`config.mk`:
```
export PLATFORM = sky130hd
export DESIGN_NAME = ftr_fault_ctrl
export DESIGN_NICKNAME = d
export VERILOG_FILES = /design/src/logic/ftr_pin_sync.v /design/src/logic/ftr_fault_ctrl.v
export VERILOG_INCLUDE_DIRS = /design/src /design/src/logic
export SDC_FILE = /design/constraint.sdc
export NUM_CORES = 1
export LEC_CHECK = 0
export BUFFER_PORTS_ARGS = -buffer_cell sky130_fd_sc_hd__buf_4
export CORE_MARGIN = 4
export CORE_UTILIZATION = 62
export CTS_CLUSTER_DIAMETER = 60
export DETAILED_ROUTE_END_ITERATION = 6
export PLACE_DENSITY = 0.83
export SLEW_MARGIN = 20
export SYNTH_ARGS = -nofsm -noshare
export SYNTH_HDL_FRONTEND = slang
export SYNTH_SLANG_ARGS = --single-unit
```
`constraint.sdc`:
```
create_clock -name clk -period 8.2 [get_ports clk]
set_input_delay 1.64 -clock clk [delete_from_list [all_inputs] [get_ports clk]]
set_output_delay 1.64 -clock clk [all_outputs]
set_load 0.03 [all_outputs]
```
`src/logic/ftr_defines.vh`:
```
// constants for the thermal fault response and limit block
//
// Functional notes
// - word register holds low-voltage over-current trip level
// - word register holds over-current warning level
// - word register holds over-temperature trip level
// - thermal action register uses byte transfers only
// - action 00 keeps running through the fault
// - action 01 runs for delay, then follows retries
// - action 10 disables output, then follows retries
// - action 11 disables output until cleared
// - status clear, clear command, reset, off-on clear
// - retry code 000 means never restart
// - retry codes 1..6 try that often, then off
// - attempt starts spaced by delay count units
// - retry code 111 retries until commanded off
// - delay field counts external delay time units
// - delay code n means two to the n units
`ifndef FTR_DEFINES_VH
`define FTR_DEFINES_VH

// command codes
`define FTR_CMD_CLEAR_FAULTS 8'h03
`define FTR_CMD_LV_TRIP 8'h48
`define FTR_CMD_CUR_WARN 8'h4A
`define FTR_CMD_HOT_TRIP 8'h4F
`define FTR_CMD_HOT_ACTION 8'h50
`define FTR_CMD_STAT_CURRENT 8'h7B
`define FTR_CMD_STAT_TEMP 8'h7D

// action register fields
`define FTR_RESP_HI 7
`define FTR_RESP_LO 6
`define FTR_RETRY_HI 5
`define FTR_RETRY_LO 3
`define FTR_DELAY_HI 2
`define FTR_DELAY_LO 0

// response and retry codes
`define FTR_RESP_IGNORE 2'h0
`define FTR_RESP_DELAY 2'h1
`define FTR_RESP_RETRY 2'h2
`define FTR_RESP_LATCH 2'h3
`define FTR_RETRY_NONE 3'h0
`define FTR_RETRY_FOREVER 3'h7

// status bit positions
`define FTR_STAT_TEMP_OT_BIT 7
`define FTR_STAT_CUR_WARN_BIT 5

// reset values
`define FTR_RST_LV_TRIP 16'h0000
`define FTR_RST_CUR_WARN 16'h0BFF
`define FTR_RST_HOT_TRIP 16'h0BFF
`define FTR_RST_HOT_ACTION 8'h80

// linear format layout
`define FTR_LIN_EXP_HI 15
`define FTR_LIN_EXP_LO 11
`define FTR_LIN_MAN_HI 10
`define FTR_LIN_SHIFT_BIAS 6'h10

`endif

```
`src/logic/ftr_pin_sync.v`:
```
// three-stage synchroniser with agreement filter for outside inputs
`default_nettype none

module ftr_pin_sync (
    // clock and reset
    input wire clk,
    input wire reset_n,
    // asynchronous input and its settled level
    input wire pin,
    output reg level
);

reg stage1;
reg stage2;
reg stage3;

// stage1 feeds stage2 only; level moves when stages 2 and 3 agree
always @(posedge clk or negedge reset_n) begin
    if (!reset_n) begin
        stage1 <= 1'b0;
        stage2 <= 1'b0;
        stage3 <= 1'b0;
        level <= 1'b0;
    end else begin
        stage1 <= pin;
        stage2 <= stage1;
        stage3 <= stage2;
        if (stage2 == stage3) begin
            level <= stage3;
        end
    end
end

endmodule // ftr_pin_sync

`default_nettype wire

```
`src/logic/ftr_fault_ctrl.v`:
```
// thermal fault response sequencer with protection limit registers
`include "ftr_defines.vh"
`default_nettype none

module ftr_fault_ctrl (
    // clock and reset
    input wire clk,
    input wire reset_n,
    // command port from the bus transport, same clock
    input wire cmd_valid,
    input wire cmd_write,
    input wire cmd_word,
    input wire [7:0] cmd_code,
    input wire [15:0] cmd_wdata,
    output reg rsp_valid,
    output reg rsp_error,
    output reg [15:0] rsp_rdata,
    // measurements in linear format, same clock
    input wire [15:0] temp_meas,
    input wire [15:0] current_meas,
    // on/off command sources
    input wire ctrl_pin,
    input wire op_on,
    // delay time unit clock from the timebase, other domain
    input wire unit_clk,
    // outputs to the power stage and status
    output reg out_enable,
    output reg hot_fault,
    output reg current_warn,
    output reg [15:0] lv_trip_level,
    output reg retry_busy
);

// sequencer states
localparam [2:0] ST_RUN = 3'h0;
localparam [2:0] ST_DELAY = 3'h1;
localparam [2:0] ST_OFF = 3'h2;
localparam [2:0] ST_TRY = 3'h3;
localparam [2:0] ST_LATCH = 3'h4;

////////////////////////////////////////////////////////////////////////
// helpers

// linear word to a common fixed-point scale for comparisons
function signed [47:0] lin_value;
    input [15:0] w;
    reg [5:0] amount;
    reg signed [47:0] man;
    begin
        amount = {w[`FTR_LIN_EXP_HI], w[`FTR_LIN_EXP_HI:`FTR_LIN_EXP_LO]}
            + `FTR_LIN_SHIFT_BIAS;
        man = {{37{w[`FTR_LIN_MAN_HI]}}, w[`FTR_LIN_MAN_HI:0]};
        lin_value = man <<< amount[4:0];
    end
endfunction

// delay code n gives 2 to the n units
function [7:0] delay_units;
    input [2:0] code;
    begin
        delay_units = 8'h01 << code;
    end
endfunction

////////////////////////////////////////////////////////////////////////
// outside inputs

wire ctrl_level;
wire unit_level;
reg unit_prev;
wire unit_tick;

ftr_pin_sync u_ctrl_sync (
    .clk(clk),
    .reset_n(reset_n),
    .pin(ctrl_pin),
    .level(ctrl_level)
);

ftr_pin_sync u_unit_sync (
    .clk(clk),
    .reset_n(reset_n),
    .pin(unit_clk),
    .level(unit_level)
);

// one tick per delay time unit, taken from the unit clock rising edge
always @(posedge clk or negedge reset_n) begin
    if (!reset_n) begin
        unit_prev <= 1'b0;
    end else begin
        unit_prev <= unit_level;
    end
end

assign unit_tick = unit_level & ~unit_prev;

////////////////////////////////////////////////////////////////////////
// limit and action registers

reg [15:0] cur_warn_limit;
reg [15:0] hot_limit;
reg [7:0] hot_action;
reg [7:0] next_rdata_lo;
reg [15:0] next_rdata;
reg next_error;
reg wr_lv;
reg wr_warn;
reg wr_hot;
reg wr_action;
reg clr_cmd;
reg clr_hot_bit;
reg clr_warn_bit;

// decode: word codes need word transfers, byte codes byte transfers
always @* begin
    next_rdata = 16'h0000;
    next_rdata_lo = 8'h00;
    next_error = 1'b0;
    wr_lv = 1'b0;
    wr_warn = 1'b0;
    wr_hot = 1'b0;
    wr_action = 1'b0;
    clr_cmd = 1'b0;
    clr_hot_bit = 1'b0;
    clr_warn_bit = 1'b0;
    case (cmd_code)
        `FTR_CMD_LV_TRIP: begin
            next_rdata = lv_trip_level;
            next_error = ~cmd_word;
            wr_lv = cmd_word & cmd_write;
        end
        `FTR_CMD_CUR_WARN: begin
            next_rdata = cur_warn_limit;
            next_error = ~cmd_word;
            wr_warn = cmd_word & cmd_write;
        end
        `FTR_CMD_HOT_TRIP: begin
            next_rdata = hot_limit;
            next_error = ~cmd_word;
            wr_hot = cmd_word & cmd_write;
        end
        `FTR_CMD_HOT_ACTION: begin
            next_rdata = {8'h00, hot_action};
            next_error = cmd_word;
            wr_action = ~cmd_word & cmd_write;
        end
        `FTR_CMD_CLEAR_FAULTS: begin
            next_error = cmd_word | ~cmd_write;
            clr_cmd = ~cmd_word & cmd_write;
        end
        `FTR_CMD_STAT_TEMP: begin
            next_rdata_lo[`FTR_STAT_TEMP_OT_BIT] = hot_fault;
            next_rdata = {8'h00, next_rdata_lo};
            next_error = cmd_word;
            clr_hot_bit = ~cmd_word & cmd_write &
                cmd_wdata[`FTR_STAT_TEMP_OT_BIT];
        end
        `FTR_CMD_STAT_CURRENT: begin
            next_rdata_lo[`FTR_STAT_CUR_WARN_BIT] = current_warn;
            next_rdata = {8'h00, next_rdata_lo};
            next_error = cmd_word;
            clr_warn_bit = ~cmd_word & cmd_write &
                cmd_wdata[`FTR_STAT_CUR_WARN_BIT];
        end
        default: begin
            next_error = 1'b1;
        end
    endcase
    if (!cmd_valid) begin
        wr_lv = 1'b0;
        wr_warn = 1'b0;
        wr_hot = 1'b0;
        wr_action = 1'b0;
        clr_cmd = 1'b0;
        clr_hot_bit = 1'b0;
        clr_warn_bit = 1'b0;
    end
end

// register writes and the one-cycle answer; refused writes store nothing
always @(posedge clk or negedge reset_n) begin
    if (!reset_n) begin
        lv_trip_level <= `FTR_RST_LV_TRIP;
        cur_warn_limit <= `FTR_RST_CUR_WARN;
        hot_limit <= `FTR_RST_HOT_TRIP;
        hot_action <= `FTR_RST_HOT_ACTION;
        rsp_valid <= 1'b0;
        rsp_error <= 1'b0;
        rsp_rdata <= 16'h0000;
    end else begin
        if (wr_lv) begin
            lv_trip_level <= cmd_wdata;
        end
        if (wr_warn) begin
            cur_warn_limit <= cmd_wdata;
        end
        if (wr_hot) begin
            hot_limit <= cmd_wdata;
        end
        if (wr_action) begin
            hot_action <= cmd_wdata[7:0];
        end
        rsp_valid <= cmd_valid;
        rsp_error <= cmd_valid & next_error;
        rsp_rdata <= (cmd_valid & ~cmd_write & ~next_error) ?
            next_rdata : 16'h0000;
    end
end

////////////////////////////////////////////////////////////////////////
// comparisons and status flags

wire hot_now;
wire warn_now;
wire cmd_on;
reg cmd_on_prev;
wire off_seen;

// signed compare in a shared scale, so exponents may differ
assign hot_now = lin_value(temp_meas) >= lin_value(hot_limit);
assign warn_now = lin_value(current_meas) >
    lin_value(cur_warn_limit);
assign cmd_on = ctrl_level & op_on;
assign off_seen = cmd_on_prev & ~cmd_on;

// sticky warning; a new event in the clearing cycle survives
always @(posedge clk or negedge reset_n) begin
    if (!reset_n) begin
        current_warn <= 1'b0;
        cmd_on_prev <= 1'b0;
    end else begin
        current_warn <= warn_now |
            (current_warn & ~clr_warn_bit & ~clr_cmd);
        cmd_on_prev <= cmd_on;
    end
end

////////////////////////////////////////////////////////////////////////
// response sequencer

reg [2:0] state;
reg [7:0] timer;
reg [2:0] tries;
reg [2:0] next_state;
reg [7:0] next_timer;
reg [2:0] next_tries;
reg hot_set;
wire [1:0] resp;
wire [2:0] retry_code;
wire [7:0] units;
wire clear_all;
wire expire;

assign resp = hot_action[`FTR_RESP_HI:`FTR_RESP_LO];
assign retry_code = hot_action[`FTR_RETRY_HI:`FTR_RETRY_LO];
assign units = delay_units(hot_action[`FTR_DELAY_HI:`FTR_DELAY_LO]);
// turning off (pin or operation) ends any latch or retry run
assign clear_all = clr_cmd | clr_hot_bit | off_seen | ~cmd_on;
assign expire = unit_tick && (timer == 8'h01);

// next state; a counted run ends latched once all attempts are spent
always @* begin
    next_state = state;
    next_timer = timer;
    next_tries = tries;
    hot_set = 1'b0;
    if (unit_tick && timer != 8'h00) begin
        next_timer = timer - 8'h01;
    end
    case (state)
        ST_RUN: begin
            if (hot_now) begin
                hot_set = 1'b1;
                next_tries = 3'h0;
                next_timer = units;
                case (resp)
                    `FTR_RESP_IGNORE: next_state = ST_RUN;
                    `FTR_RESP_DELAY: next_state = ST_DELAY;
                    `FTR_RESP_RETRY: begin
                        next_state = (retry_code == `FTR_RETRY_NONE) ?
                            ST_LATCH : ST_OFF;
                    end
                    default: next_state = ST_LATCH;
                endcase
            end
        end
        ST_DELAY: begin
            if (expire) begin
                next_timer = units;
                if (!hot_now) begin
                    next_state = ST_RUN;
                end else if (retry_code == `FTR_RETRY_NONE) begin
                    next_state = ST_LATCH;
                end else begin
                    next_state = ST_OFF;
                end
            end
        end
        ST_OFF: begin
            if (expire || timer == 8'h00) begin // failed on last tick
                // timer reloads at each attempt start
                next_state = ST_TRY;
                next_timer = units;
                next_tries = tries + 3'h1;
            end
        end
        ST_TRY: begin
            if (hot_now) begin
                hot_set = 1'b1;
                if (retry_code != `FTR_RETRY_FOREVER &&
                    tries >= retry_code) begin
                    next_state = ST_LATCH;
                end else begin
                    next_state = ST_OFF;
                end
            end else if (expire) begin
                next_state = ST_RUN;
                next_tries = 3'h0;
            end
        end
        ST_LATCH: begin
            next_state = ST_LATCH;
        end
        default: begin
            next_state = ST_RUN;
        end
    endcase
    if (clear_all) begin
        next_state = ST_RUN;
        next_timer = 8'h00;
        next_tries = 3'h0;
    end
end

// state, output enable and latched fault status all registered
always @(posedge clk or negedge reset_n) begin
    if (!reset_n) begin
        state <= ST_RUN;
        timer <= 8'h00;
        tries <= 3'h0;
        out_enable <= 1'b0;
        hot_fault <= 1'b0;
        retry_busy <= 1'b0;
    end else begin
        state <= next_state;
        timer <= next_timer;
        tries <= next_tries;
        out_enable <= cmd_on && (next_state == ST_RUN ||
            next_state == ST_DELAY || next_state == ST_TRY);
        hot_fault <= (hot_set & cmd_on) |
            (hot_fault & ~clr_cmd & ~clr_hot_bit & ~off_seen);
        retry_busy <= (next_state == ST_OFF) || (next_state == ST_TRY);
    end
end

endmodule // ftr_fault_ctrl

`default_nettype wire

```
==> out/qor.log <==
[status] result of the run complete, no violations
[synth] mean instance size in the synthesized netlist 8.27 um^2
[setup_path] endpoint kind of the worst setup timing path flop
[pwr] switching part of the total 29.7%
[detailed_routing] Residual DRC 0
[synth] async set-reset flop share out of synthesis 100%
[floorplan] die area 0.0187 mm^2
[timing] pins over their slew limit 0
[placement] DPL Wire Length 21.1 mm
[pwr] part of the power in registers 38.9%
[pwr] peak supply drop 135 uV
[grt] Global Route Usage Sum 29.9%
[floorplan] area of the core 0.0161 mm^2
[timing] transition time at the pin with the least slew margin 1030 ps
[floorplan] initial core utilization 64.0%
[detailed_routing] total vias in the final route 9688
[synth] warning count from the yosys run 0
[layout] final layout net count 1432
[pwr] share of power burned in the clock network 35.6%
[synth] flip-flop and latch count after synthesis 102
[detailed_routing] Routed WL 27.6 mm
[synth] cell taking the most area after synthesis sky130_fd_sc_hd__dfrtp_1
[floorplan] Rows 46
[layout] Layout Area Growth over Synthesis 10.1%
[run] Maximum Capacitance Violations 0
[timing] summed negative setup slack over all endpoints 0 ps
[synth] most common flop cell mapped by yosys sky130_fd_sc_hd__dfrtp_1
[grt] via count of the first global-routing pass 9137
[clock_network] number of buffers added by the clock tree synthesis step 9
[detailed_routing] Routed wire per std cell 18.4 um
[timing] setup repair after global routing missed its margin false
[synth] mux share of post-synthesis cell area 14.8%
[setup_path] crit path launch type input port
[placement] count of input and output buffers 101
[grt] antenna violations before repair 0
[clock_network] worst-skew pair later-pin latency 350 ps
[synth] area fraction of the dominant cell type after synthesis 19.2%
[detailed_routing] post-route ant nets 0
[setup_path] worst-path maximum fanout 17
[setup_path] Req. time, crit path 8400 ps
[clock_network] Hold-fix buffers, CTS 0
[timing] final setup violation count 0
[grt] total congestion overflow 0
[timing] remaining max-slew budget at the tightest pin 31.1%
[pwr] Switch Pwr 406 uW
[clock_network] clock tree from TritonCTS built
[synth] share of synthesized cell area in and, or, nand and nor gates 20.7%
[clock_network] post_cts resized 0
[clock_network] number of post-CTS setup repair buffers 0
[synth] EDFF count, synth 0
[layout] Antenna diodes 0
[synth] fraction of the mapped netlist area in adder cells 11.1%
[pwr] Leakage Power 4.97 nW
[floorplan] overall die height 137 um
[pwr] Internal 962 uW
[detailed_routing] vias per std cell 6.46
[synth] Netlist Area Pre-Place 0.0103 mm^2
[timing] ratio of final minimum period to clock period 62.6%
[floorplan] width of the die 137 um
[synth] gate count of the mapped netlist 1244
[worst_hold_path] worst hold path type flop to flop
[floorplan] count of boundary I/O pins 102
[clock_network] H-tree levels 3
[synth] post-synthesis compound-gate area fraction 22.9%
[timing] minimum clock period after layout 5140 ps
[synth] post-synthesis share of cell area spent on xor and xnor gates 0.681%
[timing] fmax 195 MHz
[pwr] share of total power in combinational logic 25.5%
[synth] number of distinct library cell variants in the gate-level netlist after synthesis 84
[setup_path] Arrival @ worst endpoint 5330 ps
[clock_network] Worst-path clk slew 60 ps
[pwr] pwr dens 121 mW/mm^2
[placement] gp weighted congestion 0.934
[detailed_routing] drt first-iter violations 870
[clock_network] root cell of the clock tree sky130_fd_sc_hd__clkbuf_16
[grt] wire length of the first global-routing pass 45.4 mm
[clock_network] sinks on the clock net 102
[timing] WHS 352 ps
[synth] Area contributors post-synth sky130_fd_sc_hd__dfrtp_1 19%, sky130_fd_sc_hd__ha_1 11%, sky130_fd_sc_hd__mux2_2 7.9%, sky130_fd_sc_hd__dfstp_2 5.9%, sky130_fd_sc_hd__mux2i_1 5.6%
[setup_path] Setup CP Type input port to flop
[grt] pin count of the biggest net entering global routing 80
[timing] Final Hold Fails 0
[synth] portion of the post-synthesis area used by sequential elements 25.1%
[detailed_routing] 1st-pass router iterations 5
[synth] total nets after synthesis 1398
[timing] post-route clock skew 9.85 ps
[synth] main combinational cell family by area after synthesis compound AO/OA/AOI/OAI gates
[clock_network] Max clock buf depth 2
[layout] fraction of layout instances using a drive strength above 1 19.4%
## per-layer routing
| metal | vias to the layer above | wire (um) | GRT usage [%] |
|---|---|---|---|
| met5 | - | 0 | 0 |
| met4 | 0 | 903 | 10.8 |
| met3 | 73 | 2290 | 3.71 |
| met2 | 470 | 12300 | 47.1 |
| met1 | 4493 | 12100 | 42.5 |
| li1 | 4652 | - | - |
## layout by cell type (no fill, tap or decap), drive strengths merged, types with 22 or more instances in the layout
cell / synthesis / final
nand2b: 25 / 25
o21ai: 94 / 94
nor3: 27 / 27
dfstp: 23 / 23
nor2: 114 / 114
mux2i: 58 / 58
buf: 22 / 103
dfrtp: 79 / 79
a22oi: 22 / 22
a21o: 25 / 25
mux2: 72 / 72
inv: 31 / 32
ha: 90 / 90
nand2: 132 / 132
a21oi: 105 / 105
## power groups by stage
stage	clock [mW]	combinational, mW	sequential (mW)
3_5_place_dp	0	0.343	0.541
5_1_grt	0.515	0.393	0.534
3_3_place_gp	0	0.337	0.540
4_1_cts	0.491	0.345	0.532
6_report	0.487	0.348	0.532
2_1_floorplan	0	0.240	0.539
## synth_stat cells (22+ instances only)
cell                         n
sky130_fd_sc_hd__a21o_1     25
sky130_fd_sc_hd__a21oi_1    99
sky130_fd_sc_hd__a22oi_1    22
sky130_fd_sc_hd__clkbuf_1   57
sky130_fd_sc_hd__dfrtp_1    79
sky130_fd_sc_hd__dfstp_2    23
sky130_fd_sc_hd__ha_1       90
sky130_fd_sc_hd__inv_1      31
sky130_fd_sc_hd__mux2_2     72
sky130_fd_sc_hd__mux2i_1    58
sky130_fd_sc_hd__nand2_1   132
sky130_fd_sc_hd__nand2b_1   23
sky130_fd_sc_hd__nor2_1    113
sky130_fd_sc_hd__nor3_1     25
sky130_fd_sc_hd__o21ai_0    94
## flip-flops by register name, summed over array words and instances (netlist names), 3 cells and up
signal	count
cur_warn_limit	16
hot_action	8
hot_limit	16
lv_trip_level	16
rsp_rdata	16
state	3
timer	8
tries	3
## cells by family (layout without fill, tap and decap cells)
| kind of cell | after synthesis | in the layout |
|---|---|---|
| compound gates | 368 | 368 |
| xor+xnor | 8 | 8 |
| fa+ha+maj | 92 | 92 |
| buf+inv | 114 | 153 |
| flops | 102 | 102 |
| mux | 136 | 136 |
| simple gates | 424 | 424 |
## area by class of cell
cell class              count  area (um^2)
clock buffers              11          233
clock inverters             5          106
fillers                  1284         4740
inverters                  34          128
multi-input cells        1028         7230
flip-flops and latches    102         2580
well taps                 216          270
repair buffers            103          773
## stage by stage
stage | power [mW] | utilization, % | setup slack, ps | cell area (um^2) | instances
2_1_floorplan | 0.779 | - | 3150 | 10300 | 1244
3_3_place_gp | 0.877 | 68.4 | 2970 | 11000 | 1483
3_5_place_dp | 0.883 | 68.4 | 2830 | 11000 | 1483
4_1_cts | 1.37 | 70.5 | 3110 | 11300 | 1499
5_1_grt | 1.44 | 70.5 | 2670 | 11300 | 1499
6_report | 1.37 | 70.5 | 3060 | 11300 | 1499
## worst max-delay path, stage by stage
cell and delay (ps):
sky130_fd_sc_hd__buf_4 200, sky130_fd_sc_hd__mux2_2 360, sky130_fd_sc_hd__o21ai_0 410, sky130_fd_sc_hd__mux2i_1 220, sky130_fd_sc_hd__o21ai_0 270, sky130_fd_sc_hd__nor2_1 80, sky130_fd_sc_hd__ha_1 320, sky130_fd_sc_hd__nand4_1 160
sky130_fd_sc_hd__nor4_1 400, sky130_fd_sc_hd__a41oi_1 170, sky130_fd_sc_hd__a41o_2 350, sky130_fd_sc_hd__nor4_1 290, sky130_fd_sc_hd__a21oi_1 110, sky130_fd_sc_hd__a21oi_1 230, sky130_fd_sc_hd__a221oi_1 130
## worst paths after layout
check | start | to | slack [ps] | cells past startpoint
max | temp_meas[12] | out_enable | 3060 | 15
min | u_ctrl_sync.stage1 | u_ctrl_sync.stage2 | 350 | 0
max reg2reg | hot_limit[11] | out_enable | 3760 | 17
min reg2reg | u_ctrl_sync.stage1 | u_ctrl_sync.stage2 | 350 | 0
max in group asynchronous | reset_n | cur_warn_limit[14] | 5770 | 2
min in group asynchronous | reset_n | state[1] | 1180 | 1
Power figures use the tool's default switching activity.
